<file path="src/verilog/ldw_pkg.sv">
// Purpose: Shared constants and types for the LED driver write-only serial
//          register front end.
// Assumes: 100 MHz system clock; serial bus pins are sampled, not clocks.
// Notes:   Register offsets are byte addresses on the serial bus.
package ldw_pkg;

	// Own seven-bit bus address.
	localparam logic [6:0] LDW_DEV_ADDR = 7'h68;

	// Register offsets.
	localparam logic [7:0] LDW_OFS_PDOWN   = 8'h00;
	localparam logic [7:0] LDW_OFS_RAMP    = 8'h01;
	localparam logic [7:0] LDW_OFS_MODE    = 8'h02;
	localparam logic [7:0] LDW_OFS_CURR    = 8'h03;
	localparam logic [7:0] LDW_OFS_DUTY    = 8'h04;
	localparam logic [7:0] LDW_OFS_DAPPLY  = 8'h07;
	localparam logic [7:0] LDW_OFS_TSTART  = 8'h0A;
	localparam logic [7:0] LDW_OFS_TRISE   = 8'h10;
	localparam logic [7:0] LDW_OFS_TFALL   = 8'h16;
	localparam logic [7:0] LDW_OFS_TAPPLY  = 8'h1C;
	localparam logic [7:0] LDW_OFS_ONOFF   = 8'h1D;
	localparam logic [7:0] LDW_OFS_SRESET  = 8'h2F;

	// Value that a strobe register needs to fire.
	localparam logic [7:0] LDW_STROBE_KEY = 8'h00;

	// Reset values.
	localparam logic [7:0] LDW_RST_PDOWN = 8'h01;
	localparam logic [7:0] LDW_RST_RAMP  = 8'h00;
	localparam logic [7:0] LDW_RST_MODE  = 8'h00;
	localparam logic [7:0] LDW_RST_CURR  = 8'h00;
	localparam logic [7:0] LDW_RST_DUTY  = 8'h00;
	localparam logic [7:0] LDW_RST_TIME  = 8'h00;
	localparam logic [7:0] LDW_RST_ONOFF = 8'h01;

	// Field positions.
	localparam int LDW_BIT_POWER_DOWN = 0;
	localparam int LDW_BIT_CHAN_EN    = 5;
	localparam int LDW_BIT_RAMP_EN    = 5;
	localparam int LDW_BIT_HOLD_SEL   = 4;
	localparam int LDW_BIT_ONE_SHOT   = 5;
	localparam int LDW_CURR_HI        = 4;
	localparam int LDW_CURR_LO        = 2;
	localparam int LDW_BIT_OUT_ON     = 0;

	// Maximum current codes after folding of the 1xx group.
	typedef enum logic [2:0] {
		LDW_I_42MA   = 3'h0,
		LDW_I_10MA   = 3'h1,
		LDW_I_5MA    = 3'h2,
		LDW_I_30MA   = 3'h3,
		LDW_I_17MA5  = 3'h4
	} ldw_imax_t;

	// Control outputs applied to the analog and timing parts.
	typedef struct packed {
		logic      soft_power_down_bit;
		logic      channel_enable;
		logic      ramp_enable_bit;
		logic      hold_phase_select;
		logic      one_shot_mode;
		ldw_imax_t max_current;
		logic [7:0] duty_level;
		logic      output_on;
	} ldw_ctrl_t;

	// Active timing settings.
	typedef struct packed {
		logic [7:0] start_delay;
		logic [7:0] rise_hold;
		logic [7:0] fall_off;
	} ldw_time_t;

	// One received register write.
	typedef struct packed {
		logic       valid;
		logic [7:0] addr;
		logic [7:0] data;
	} ldw_wr_t;

endpackage

</file>
<file path="src/verilog/ldw_top.sv">
// Purpose: Write-only serial slave and register bank of a one-channel
//          LED current driver.
// Assumes: SCL and SDA are oversampled by the 100 MHz clock.
// Notes:   SDA is open drain: sda_oe_o high pulls the line low.
//          Timing bytes are stored whole; their fields are not decoded.
// How it works
// RQ1: Answer only the seven-bit address 1101000 in the upper address bits.
// RQ2: Master always sends a zero read/write bit; only writes exist.
// RQ3: SDA is sampled while SCL is high; ours changes only when low.
// RQ4: Master leaves SDA released high while the bus is idle.
// RQ5: SDA falling with SCL high is start; then compare the address.
// RQ6: Master sends the address byte MSB first, stable while SCL high.
// RQ7: On matching address, hold SDA low through the whole ninth clock.
// RQ8: Without acknowledge the master stops and abandons the transfer.
// RQ9: Register address byte follows, MSB first, and is acknowledged.
// RQ10: Data bytes follow MSB first, each acknowledged.
// RQ11: SDA rising with SCL high is stop; return to idle.
// RQ12: Register pointer steps by one during each data acknowledge.
// RQ13: Power-down bit 0 shuts down (reset one); bit 5 enables channel.
// RQ14: Ramp bit 5 enables ramping; bit 4 picks second or fourth hold.
// RQ15: Mode bit 5 picks direct duty (zero) or one-shot breathing.
// RQ16: Current field 4:2 maps 42, 10, 5, 30 mA, 1xx to 17.5 mA.
// RQ17: Direct mode uses all eight duty bits, value over 256.
// RQ18: One-shot mode uses duty bits 7:1 and ignores bit 0.
// RQ19: Duty writes are staged; writing zero to 07h applies them.
// RQ20: Timing writes are staged; writing zero to 1Ch applies all three.
// RQ21: Writing zero to 2Fh restores every register default, as reset.
// RQ22: Output on/off bit 0 turns output on when one, reset one.
// RQ23: Address with read bit set gets no acknowledge; idle until start.
// RQ24: Repeated start aborts the byte and restarts address comparison.
`timescale 1ns/1ns
`default_nettype none
module ldw_top
	import ldw_pkg::*;
(
	input  wire logic clock_i,   // System clock, 100 MHz.
	input  wire logic rst_n_i,   // Asynchronous reset, active low.
	input  wire logic scl_i,     // Serial clock pin level.
	input  wire logic sda_i,     // Serial data pin level.
	output logic      sda_o,     // Serial data drive value, always low.
	output logic      sda_oe_o,  // High while pulling SDA low.
	output ldw_ctrl_t ctrl_o,    // Applied control settings.
	output ldw_time_t time_o     // Applied timing settings.
);

	typedef enum logic [2:0] {
		LDW_IDLE,
		LDW_ADDR,
		LDW_REG,
		LDW_DATA,
		LDW_ACK,
		LDW_SKIP
	} ldw_state_t;

	logic       scl_s;
	logic       sda_s;
	logic       scl_prev_q;
	logic       sda_prev_q;
	logic       scl_rise;
	logic       scl_fall;
	logic       start_det;
	logic       stop_det;
	ldw_state_t state_q;
	ldw_state_t after_ack_q;
	logic [7:0] shift_q;
	logic [3:0] bit_cnt_q;
	logic [7:0] ptr_q;
	logic       ack_drive_q;
	ldw_wr_t    wr_q;

	logic [7:0] pdown_q;
	logic [7:0] ramp_q;
	logic [7:0] mode_q;
	logic [7:0] curr_q;
	logic [7:0] duty_stage_q;
	logic [7:0] duty_act_q;
	logic [7:0] tstart_stage_q;
	logic [7:0] trise_stage_q;
	logic [7:0] tfall_stage_q;
	ldw_time_t  time_q;
	logic [7:0] onoff_q;

	// Decodes a strobe write at a given offset with the key value.
	function automatic logic strobe_hit(input ldw_wr_t w,
	                                    input logic [7:0] ofs);
		strobe_hit = w.valid && (w.addr == ofs) && (w.data == LDW_STROBE_KEY);
	endfunction

	// Maps the three-bit current field onto the five levels.
	function automatic ldw_imax_t imax_map(input logic [2:0] cs);
		if (cs[2]) begin
			imax_map = LDW_I_17MA5; // RQ16
		end else begin
			imax_map = ldw_imax_t'(cs); // RQ16
		end
	endfunction

	ldw_pin_sync #(.RST_VAL(1'b1)) u_scl_sync (
		.clock_i (clock_i),
		.rst_n_i (rst_n_i),
		.pin_i   (scl_i),
		.level_o (scl_s)
	);

	ldw_pin_sync #(.RST_VAL(1'b1)) u_sda_sync (
		.clock_i (clock_i),
		.rst_n_i (rst_n_i),
		.pin_i   (sda_i),
		.level_o (sda_s)
	);

	// Previous filtered levels for edge detection.
	// They reset to the idle high level so no false edge follows reset.
	always_ff @(posedge clock_i or negedge rst_n_i) begin
		if (!rst_n_i) begin
			scl_prev_q <= 1'b1;
			sda_prev_q <= 1'b1;
		end else begin
			scl_prev_q <= scl_s;
			sda_prev_q <= sda_s;
		end
	end

	// Bus events; SDA edges with SCL high are start and stop.
	assign scl_rise  = scl_s && !scl_prev_q;
	assign scl_fall  = !scl_s && scl_prev_q;
	assign start_det = scl_s && scl_prev_q && sda_prev_q && !sda_s; // RQ5
	assign stop_det  = scl_s && scl_prev_q && !sda_prev_q && sda_s; // RQ11

	// Byte engine: shifts bits on SCL rise, steps states on SCL fall.
	// Both pins pass the same filter delay, so their order is kept, and
	// the acknowledge is launched from a filtered fall: it can only move
	// while the pin clock is already low.
	always_ff @(posedge clock_i or negedge rst_n_i) begin
		if (!rst_n_i) begin
			state_q     <= LDW_IDLE;
			after_ack_q <= LDW_IDLE;
			shift_q     <= 8'h00;
			bit_cnt_q   <= 4'h0;
			ptr_q       <= 8'h00;
			ack_drive_q <= 1'b0;
			wr_q        <= '0;
		end else begin
			wr_q.valid <= 1'b0;
			if (start_det) begin
				state_q     <= LDW_ADDR; // RQ5 RQ24
				bit_cnt_q   <= 4'h0;
				ack_drive_q <= 1'b0;
			end else if (stop_det) begin
				state_q     <= LDW_IDLE; // RQ11
				ack_drive_q <= 1'b0;
			end else begin
				case (state_q)
				LDW_ADDR, LDW_REG, LDW_DATA: begin
					if (scl_rise && bit_cnt_q < 4'h8) begin
						shift_q   <= {shift_q[6:0], sda_s}; // RQ3
						bit_cnt_q <= bit_cnt_q + 4'h1;
					end else if (scl_fall && bit_cnt_q == 4'h8) begin
						bit_cnt_q <= 4'h0;
						ack_drive_q <= 1'b1;
						state_q <= LDW_ACK;
						if (state_q == LDW_ADDR) begin
							if (shift_q[7:1] == LDW_DEV_ADDR && !shift_q[0]) begin
								after_ack_q <= LDW_REG; // RQ1 RQ7
							end else begin
								ack_drive_q <= 1'b0; // RQ23
								state_q     <= LDW_SKIP; // RQ23
							end
						end else if (state_q == LDW_REG) begin
							ptr_q       <= shift_q; // RQ9
							after_ack_q <= LDW_DATA;
						end else begin
							wr_q.valid  <= 1'b1; // RQ10
							wr_q.addr   <= ptr_q;
							wr_q.data   <= shift_q;
							ptr_q       <= ptr_q + 8'h01; // RQ12
							after_ack_q <= LDW_DATA;
						end
					end
				end
				LDW_ACK: begin
					// Release on the fall that ends the ninth pulse.
					if (scl_fall) begin
						ack_drive_q <= 1'b0; // RQ7
						state_q     <= after_ack_q;
					end
				end
				LDW_SKIP, LDW_IDLE: begin
					ack_drive_q <= 1'b0;
				end
				default: begin
					state_q     <= LDW_IDLE;
					ack_drive_q <= 1'b0;
				end
				endcase
			end
		end
	end

	// Open-drain drive: only low, only during our acknowledge.
	// A constant drive value keeps the pin from ever being pushed high.
	assign sda_o    = 1'b0;
	assign sda_oe_o = ack_drive_q; // RQ3 RQ7

	// Plain control registers, restored by the soft reset key.
	// Writes to offsets with no register are dropped; the pointer moves on.
	always_ff @(posedge clock_i or negedge rst_n_i) begin
		if (!rst_n_i) begin
			pdown_q <= LDW_RST_PDOWN;
			ramp_q  <= LDW_RST_RAMP;
			mode_q  <= LDW_RST_MODE;
			curr_q  <= LDW_RST_CURR;
			onoff_q <= LDW_RST_ONOFF;
		end else if (strobe_hit(wr_q, LDW_OFS_SRESET)) begin
			pdown_q <= LDW_RST_PDOWN; // RQ21
			ramp_q  <= LDW_RST_RAMP;
			mode_q  <= LDW_RST_MODE;
			curr_q  <= LDW_RST_CURR;
			onoff_q <= LDW_RST_ONOFF;
		end else if (wr_q.valid) begin
			case (wr_q.addr)
			LDW_OFS_PDOWN: pdown_q <= wr_q.data; // RQ13
			LDW_OFS_RAMP:  ramp_q  <= wr_q.data; // RQ14
			LDW_OFS_MODE:  mode_q  <= wr_q.data; // RQ15
			LDW_OFS_CURR:  curr_q  <= wr_q.data; // RQ16
			LDW_OFS_ONOFF: onoff_q <= wr_q.data; // RQ22
			default: begin
			end
			endcase
		end
	end

	// Duty value: staged copy and applied copy.
	always_ff @(posedge clock_i or negedge rst_n_i) begin
		if (!rst_n_i) begin
			duty_stage_q <= LDW_RST_DUTY;
			duty_act_q   <= LDW_RST_DUTY;
		end else if (strobe_hit(wr_q, LDW_OFS_SRESET)) begin
			duty_stage_q <= LDW_RST_DUTY; // RQ21
			duty_act_q   <= LDW_RST_DUTY;
		end else if (wr_q.valid && wr_q.addr == LDW_OFS_DUTY) begin
			duty_stage_q <= wr_q.data; // RQ19
		end else if (strobe_hit(wr_q, LDW_OFS_DAPPLY)) begin
			duty_act_q <= duty_stage_q; // RQ19
		end
	end

	// Timing values: three staged copies applied together.
	// Apply takes the staged values as they stand before this cycle.
	always_ff @(posedge clock_i or negedge rst_n_i) begin
		if (!rst_n_i) begin
			tstart_stage_q <= LDW_RST_TIME;
			trise_stage_q  <= LDW_RST_TIME;
			tfall_stage_q  <= LDW_RST_TIME;
			time_q         <= '{default: LDW_RST_TIME};
		end else if (strobe_hit(wr_q, LDW_OFS_SRESET)) begin
			tstart_stage_q <= LDW_RST_TIME; // RQ21
			trise_stage_q  <= LDW_RST_TIME;
			tfall_stage_q  <= LDW_RST_TIME;
			time_q         <= '{default: LDW_RST_TIME};
		end else if (strobe_hit(wr_q, LDW_OFS_TAPPLY)) begin
			time_q <= '{start_delay: tstart_stage_q,
			            rise_hold:   trise_stage_q,
			            fall_off:    tfall_stage_q}; // RQ20
		end else if (wr_q.valid) begin
			case (wr_q.addr)
			LDW_OFS_TSTART: tstart_stage_q <= wr_q.data; // RQ20
			LDW_OFS_TRISE:  trise_stage_q  <= wr_q.data; // RQ20
			LDW_OFS_TFALL:  tfall_stage_q  <= wr_q.data; // RQ20
			default: begin
			end
			endcase
		end
	end

	// Applied control word; one-shot mode drops duty bit 0.
	// Registered so the analog side sees one clean change per write.
	always_ff @(posedge clock_i or negedge rst_n_i) begin
		if (!rst_n_i) begin
			ctrl_o <= '{soft_power_down_bit: 1'b1, channel_enable: 1'b0,
			            ramp_enable_bit: 1'b0, hold_phase_select: 1'b0,
			            one_shot_mode: 1'b0, max_current: LDW_I_42MA,
			            duty_level: 8'h00, output_on: 1'b1};
		end else begin
			ctrl_o.soft_power_down_bit <= pdown_q[LDW_BIT_POWER_DOWN]; // RQ13
			ctrl_o.channel_enable      <= pdown_q[LDW_BIT_CHAN_EN]; // RQ13
			ctrl_o.ramp_enable_bit     <= ramp_q[LDW_BIT_RAMP_EN]; // RQ14
			ctrl_o.hold_phase_select   <= ramp_q[LDW_BIT_HOLD_SEL]; // RQ14
			ctrl_o.one_shot_mode       <= mode_q[LDW_BIT_ONE_SHOT]; // RQ15
			ctrl_o.max_current <=
				imax_map(curr_q[LDW_CURR_HI:LDW_CURR_LO]); // RQ16
			if (mode_q[LDW_BIT_ONE_SHOT]) begin
				ctrl_o.duty_level <= {duty_act_q[7:1], 1'b0}; // RQ18
			end else begin
				ctrl_o.duty_level <= duty_act_q; // RQ17
			end
			ctrl_o.output_on <= onoff_q[LDW_BIT_OUT_ON]; // RQ22
		end
	end

	// Timing outputs come straight from their applied register.
	assign time_o = time_q;

endmodule
`default_nettype wire

</file>
<file path="src/verilog/ldw_pin_sync.sv">
// Purpose: Three-stage pin synchroniser with agreement filter.
// Assumes: Input is asynchronous to clock_i.
// Notes:   Output changes only once stages two and three agree.
`timescale 1ns/1ns
`default_nettype none
module ldw_pin_sync
	import ldw_pkg::*;
#(
	parameter logic RST_VAL = 1'b1
) (
	input  wire logic clock_i,   // System clock.
	input  wire logic rst_n_i,   // Asynchronous reset, active low.
	input  wire logic pin_i,     // Raw pin level.
	output logic      level_o    // Filtered level.
);

	logic s1_q;
	logic s2_q;
	logic s3_q;

	// Shift chain; the first stage feeds only the second.
	always_ff @(posedge clock_i or negedge rst_n_i) begin
		if (!rst_n_i) begin
			s1_q <= RST_VAL;
			s2_q <= RST_VAL;
			s3_q <= RST_VAL;
		end else begin
			s1_q <= pin_i;
			s2_q <= s1_q;
			s3_q <= s2_q;
		end
	end

	// Filtered level follows only on agreement.
	always_ff @(posedge clock_i or negedge rst_n_i) begin
		if (!rst_n_i) begin
			level_o <= RST_VAL;
		end else if (s2_q == s3_q) begin
			level_o <= s3_q;
		end
	end

endmodule
`default_nettype wire

</file>
<file path="config.mk">
export PLATFORM = sky130hd
export DESIGN_NAME = ldw_top
export DESIGN_NICKNAME = d
export VERILOG_FILES = /design/src/verilog/ldw_pkg.sv /design/src/verilog/ldw_top.sv /design/src/verilog/ldw_pin_sync.sv
export SDC_FILE = /design/constraint.sdc
export NUM_CORES = 1
export LEC_CHECK = 0
export BUFFER_PORTS_ARGS = -buffer_cell sky130_fd_sc_hd__buf_2
export CORE_AREA = 3 3 149 151
export DETAILED_ROUTE_END_ITERATION = 10
export DIE_AREA = 0 0 152 154
export GPL_TIMING_DRIVEN = 0
export PLACE_DENSITY = 0.51
export SLEW_MARGIN = 5
export SYNTH_ARGS = -nofsm -noshare
export SYNTH_HDL_FRONTEND = slang
export SYNTH_SLANG_ARGS = --single-unit
</file>
<file path="constraint.sdc">
create_clock -name clock_i -period 5.7 [get_ports clock_i]
set_input_delay 0.57 -clock clock_i [delete_from_list [all_inputs] [get_ports clock_i]]
set_output_delay 0.57 -clock clock_i [all_outputs]
set_load 0.05 [all_outputs]
</file>
# Word-level counts from Yosys, hierarchy flattened
# Cells that the tools add are included.
dict set report word_totals {
  ff_bits 159
  word_cells 200
}
dict set report op_classes {
  order_cmp 1
  n_reduce_logical 57
  n_bitwise 5
  eq_ne 28
  n_mux 67
  addsub 2
}
# op count
set op_table {}
lappend op_table {{$mux 8} 18}
lappend op_table {{$mux 17} 7}
lappend op_table {{$mux 6} 9}
lappend op_table {{$mux 24} 2}
lappend op_table {{$eq 8x5->1 const B} 4}
lappend op_table {{$reduce_bool 2->1} 13}
lappend op_table {{$mux 3} 8}
lappend op_table {{$mux 4} 5}
lappend op_table {{$logic_and 1x1->1} 17}
lappend op_table {{$eq 8x2->1 const B} 2}
lappend op_table {{$eq 8x3->1 const B} 2}
lappend op_table {{$logic_not 8->1} 2}
lappend op_table {{$mux 5} 3}
lappend op_table {{$reduce_and 3->1} 5}
lappend op_table {{$mux 1} 13}
lappend op_table {{$ne 4x4->1 const B} 3}
lappend op_table {{$reduce_and 2->1} 6}
lappend op_table {{$reduce_and 6->1} 2}
lappend op_table {{$pmux 3 s3} 1}
lappend op_table {{$add 8x1->8 const B} 1}
lappend op_table {{$eq 8x1->1 const B} 1}
lappend op_table {{$eq 8x4->1 const B} 1}
lappend op_table {{$eq 8x6->1 const B} 1}
lappend op_table {{$reduce_and 4->1} 2}
lappend op_table {{other kinds (19)} 32}

# Depth between registers and ports, before layout
dict set report depth {
  depth_word 9
  depth_mapped 8
}

# By module
# From an unflattened synthesis, not the netlist that was laid out.
dict set report unflattened {
  hier_cells 436
  area_unflattened_um2 5791.8
}
# module area_each_um2 instances cells_each
set modules_own_cells {}
lappend modules_own_cells {ldw_top 5559.1 1 426}
lappend modules_own_cells {ldw_pin_sync 116.4 2 5}

# Worst setup path after synthesis
# Ideal clock, no wire load.
dict set report synth_path {
  kind {flip-flop to flip-flop}
  from {reg wr_q[5] in the netlist's numbering}
  to {reg ramp_q[4]}
  t_arrival_ps 1996
  slack_ps 3579
  path_buffers 1
  path_stages_with_launch 6
  setup_ps 125
  period_less_slack_ps 2121
  cell_sequence {dfrtp_1 or4_4 or3_4 buf_6 o22ai_2 mux2_2}
}
dict set report synth_via {
  elab_chain_cells 4
}
# item line
set synth_rtl {}
lappend synth_rtl {{from (decl)} ldw_top.sv:69} ;# ldw_wr_t wr_q;
lappend synth_rtl {{$logic_not 8->1 *} ldw_top.sv:86} ;# strobe_hit = w.valid && (w.addr == ofs) && (w.data == LDW_STROBE_KEY);
lappend synth_rtl {{$logic_and 1x1->1 *} ldw_top.sv:86}
lappend synth_rtl {{$reduce_bool 2->1 (no line)} -}
lappend synth_rtl {{$reduce_and 2->1 (no line)} -}
lappend synth_rtl {{to (signal assigned)} ldw_top.sv:223} ;# LDW_OFS_RAMP: ramp_q <= wr_q.data;
lappend synth_rtl {{to (decl)} ldw_top.sv:72} ;# logic [7:0] ramp_q;
# Every way passes the cells marked *; elsewhere a longest branch is shown, timed or not.
# A chain may end at the register's enable or synchronous reset.

# Worst setup path in the final report
dict set report layout_path {
  from {reg wr_q[16] in the netlist's numbering}
  to {reg time_q (netlist bit time_o[3])}
}
dict set report layout_via {
  elab_chain_cells 3
}
# item line
set layout_rtl {}
lappend layout_rtl {{$logic_and 1x1->1 (2 in series)} ldw_top.sv:86}
lappend layout_rtl {{$mux 24 or $reduce_bool 2->1 (tied branches)} -}
lappend layout_rtl {{to (signal assigned)} ldw_top.sv:262} ;# time_q <= '{start_delay: tstart_stage_q,
lappend layout_rtl {{to (decl)} ldw_top.sv:80} ;# ldw_time_t time_q;
# Parallel ways exist; a longest one is shown, timed or not.

==> results.md <==
* WL final at 15.2 mm
* Worst Path Arrival at 2760 ps
* Area after DPL at 6910 sq um
* Per-cell routed wire length at 16.9 um
* Max Fclk at 415 MHz
* Core area at 21,000 sq um
* Root Buffer Master: clkbuf_16
* CTS HTree Levels at 4
* Final hold viol count at 0
* Share of cells above drive strength 1 at 24.2%
* Final min period at between 2000 and 2500 ps
* Crit. End Element: flip-flop
* Total power divided by cell area at 316 nW/um^2
* Rows at 53
* Final Util at 35.8%
* Netlist cell types at 61
* Max incr delay on CP at 630 ps
* Final Non-Filler Cells at 900
* Final Instance Area at between 7000 and 8000 sq um
* Port bufs at 45
* Detailed-route vias per instance at roughly 5.2
* Post-synthesis sequential area ratio at 57.0%
* Post-CTS sizing at 0
* Placed cell count at 868
* Filler Cell Count at 2,118
* Initial Utilization at 30.1%
* Final setup violation count at 0
* Commonest cells after routing, fill and taps aside: 129 x dfrtp_1, 52 x buf_2, 42 x o211ai_1
* CP dominant cell by count: buf_2
* Worst hold margin at ~200 ps
* Area Overhead vs Synth at 18.9%
* CTS max path bufs at 2
* Peak supply drop at between 0.00015 and 0.0002 V
* Final ANT Viol Nets at 0
* Setup TNS at 0 ps
* Critical Path Fanout Max at 10
* Max reg flops at 24
* Largest net degree at the start of global routing at 84
* Antenna violations before repair at 0
* Vias in the first global route at 4,642
* Leading cell type in the layout, fill and taps excluded: dfrtp_1
* Post-synth ARST share at 100%
* Synth Cell Area at 6310 sq um
* Worst-Skew Late Latency at between 400 and 500 ps
* TritonCTS clock tree: done
* Worst Tran Pin Value at 993 ps
* Drc violations at 0
* # diodes at 0
* GRT Total Usage at 13.5%
* Dpl ws at around 3300 ps
* RD Place Congestion at around 0.85
* Critical Path Source Type: flip-flop
* Leakage at 3.41 nW
* RSZ-0062 raised after global routing: no
* Setup Fix Bufs, Post-CTS at 0
* Path type of the worst setup path: reg2reg
* Die width at 152 um
* First-pass GRT wire length at 25.7 mm
* CP max-delay cell: a2bb2oi_1
* Final Skew at ~11 ps
* YS warnings at 0
* Outcome: finished clean
* Hold crit path type: in2async
* Seq cells post-synth at approximately 140
* Post-synth EDFFs at 0
* Final Cycle Share at 42.3%
* Pre-Repair DR Iteration Count at 5
* Die Y at 154 um
* Worst relative slew slack at 33.3%
* Maxcap violations at 0
* CTS buffer count at 17
* Final HPWL DP at 10.3 mm
* Sink Count at 143
* Max-slew violations at 0
* DR vias at about 4,600
* I/O Pins at 47
* Ys flop type: dfrtp_1
* Critical path required time at 6050 ps
* Layout Nets at 619
* Worst setup slack after layout at around 3300 ps
* Die ar. at 23,400 sq um
* Post-Syn Instances at around 550
* Total gr overflow at 0
* Hold buffer count at CTS at 0
* CP Cell Sequence: clkbuf_1 -> nor3b_1 -> and3b_1 -> buf_2 -> a2bb2oi_1 -> buf_2 -> a22o_1
* Starting DRT DRC Count at 288
* Synthesized Nets at about 550
* Tot Pwr at roughly 2.4 mW
* Avg Cell Area, Syn at approximately 12 sq um
* Reg clk slew, reported paths at 60 ps
## cell type report
class | count | area [sq um] | area share [%]
clock inverter | 13 | 138 | 1.83
timing repair buffer | 46 | 259 | 3.45
tap | 275 | 344 | 4.59
clock buffer | 19 | 453 | 6.04
buffer | 40 | 201 | 2.69
multi-input combinational | 354 | 2470 | 33.0
inverter | 10 | 37.5 | 0.500
sequential | 143 | 3600 | 47.9
## metal layers
metal	up-vias	wire (um)	GRT usage (%)	share of wire, %
li1	2188	-	-	-
met1	2329	6990	17.9	46
met2	108	7330	21.5	48
met3	22	630	3.66	4.1
met4	0	248	4.54	1.6
met5	-	0	0	0
## report_power, final
part | total, mW | switching (mW) | leakage (nW) | internal [mW]
clock network | 1.10 | 0.430 | 0.287 | 0.667
logic | 0.147 | 0.0786 | 1.19 | 0.0686
registers | 1.13 | 0.0599 | 1.93 | 1.07
## cell usage after synthesis (all sizes together), types with 3 or more instances
| cell type | number | area [sq um] |
|---|---|---|
| dfrtp | 129 | 3230 |
| o211ai | 42 | 315 |
| nand2 | 40 | 150 |
| mux2 | 30 | 338 |
| nor2b | 29 | 181 |
| o21ai | 29 | 145 |
| a31oi | 28 | 175 |
| a22o | 25 | 219 |
| clkbuf | 22 | 82.6 |
| buf | 18 | 119 |
| a21oi | 15 | 75.1 |
| dfstp | 14 | 368 |
| nand3 | 13 | 65.1 |
| nor2 | 12 | 55.1 |
| inv | 10 | 37.5 |
| nand4 | 9 | 56.3 |
| nor3b | 6 | 45.0 |
| nor3 | 5 | 25.0 |
| o21a | 5 | 60.1 |
| a2bb2oi | 4 | 35.0 |
| and3 | 4 | 25.0 |
| nand3b | 4 | 30.0 |
| o221ai | 4 | 35.0 |
| or4 | 4 | 33.8 |
| ha | 3 | 37.5 |
| nor4b | 3 | 26.3 |
| o22ai | 3 | 25.0 |
| o2bb2ai | 3 | 26.3 |
## final timing paths
check	start	endpoint	slack [ps]	cells after the start
max in group asynchronous	rst_n_i	pdown_q[0]	4700	2
min in group clock_i	scl_i	u_scl_sync.s1_q	240	1
max reg2reg	wr_q[16]	time_o[3]	3290	7
min	rst_n_i	ctrl_o[5]	200	1
max	wr_q[16]	time_o[3]	3290	7
min reg2reg	u_scl_sync.s1_q	u_scl_sync.s2_q	360	0
## cell families after synthesis
family	share of synthesized area (%)
buffers and inverters	3.79
AOI/OAI and AO/OA	19.1
xor gates and xnor gates	0.139
and+or+nand+nor	13.3
muxes	5.67
adders and majority gates	0.913
DFF	57.0
other	0.0595
## worst max-delay path: cells and delay by family (launching register included)
kind	cells	cell delay (ps)
compound gates	2	810
buf+inv	3	740
flops	1	350
simple gates	2	430
Note: power is estimated with default switching activity, not from simulation.
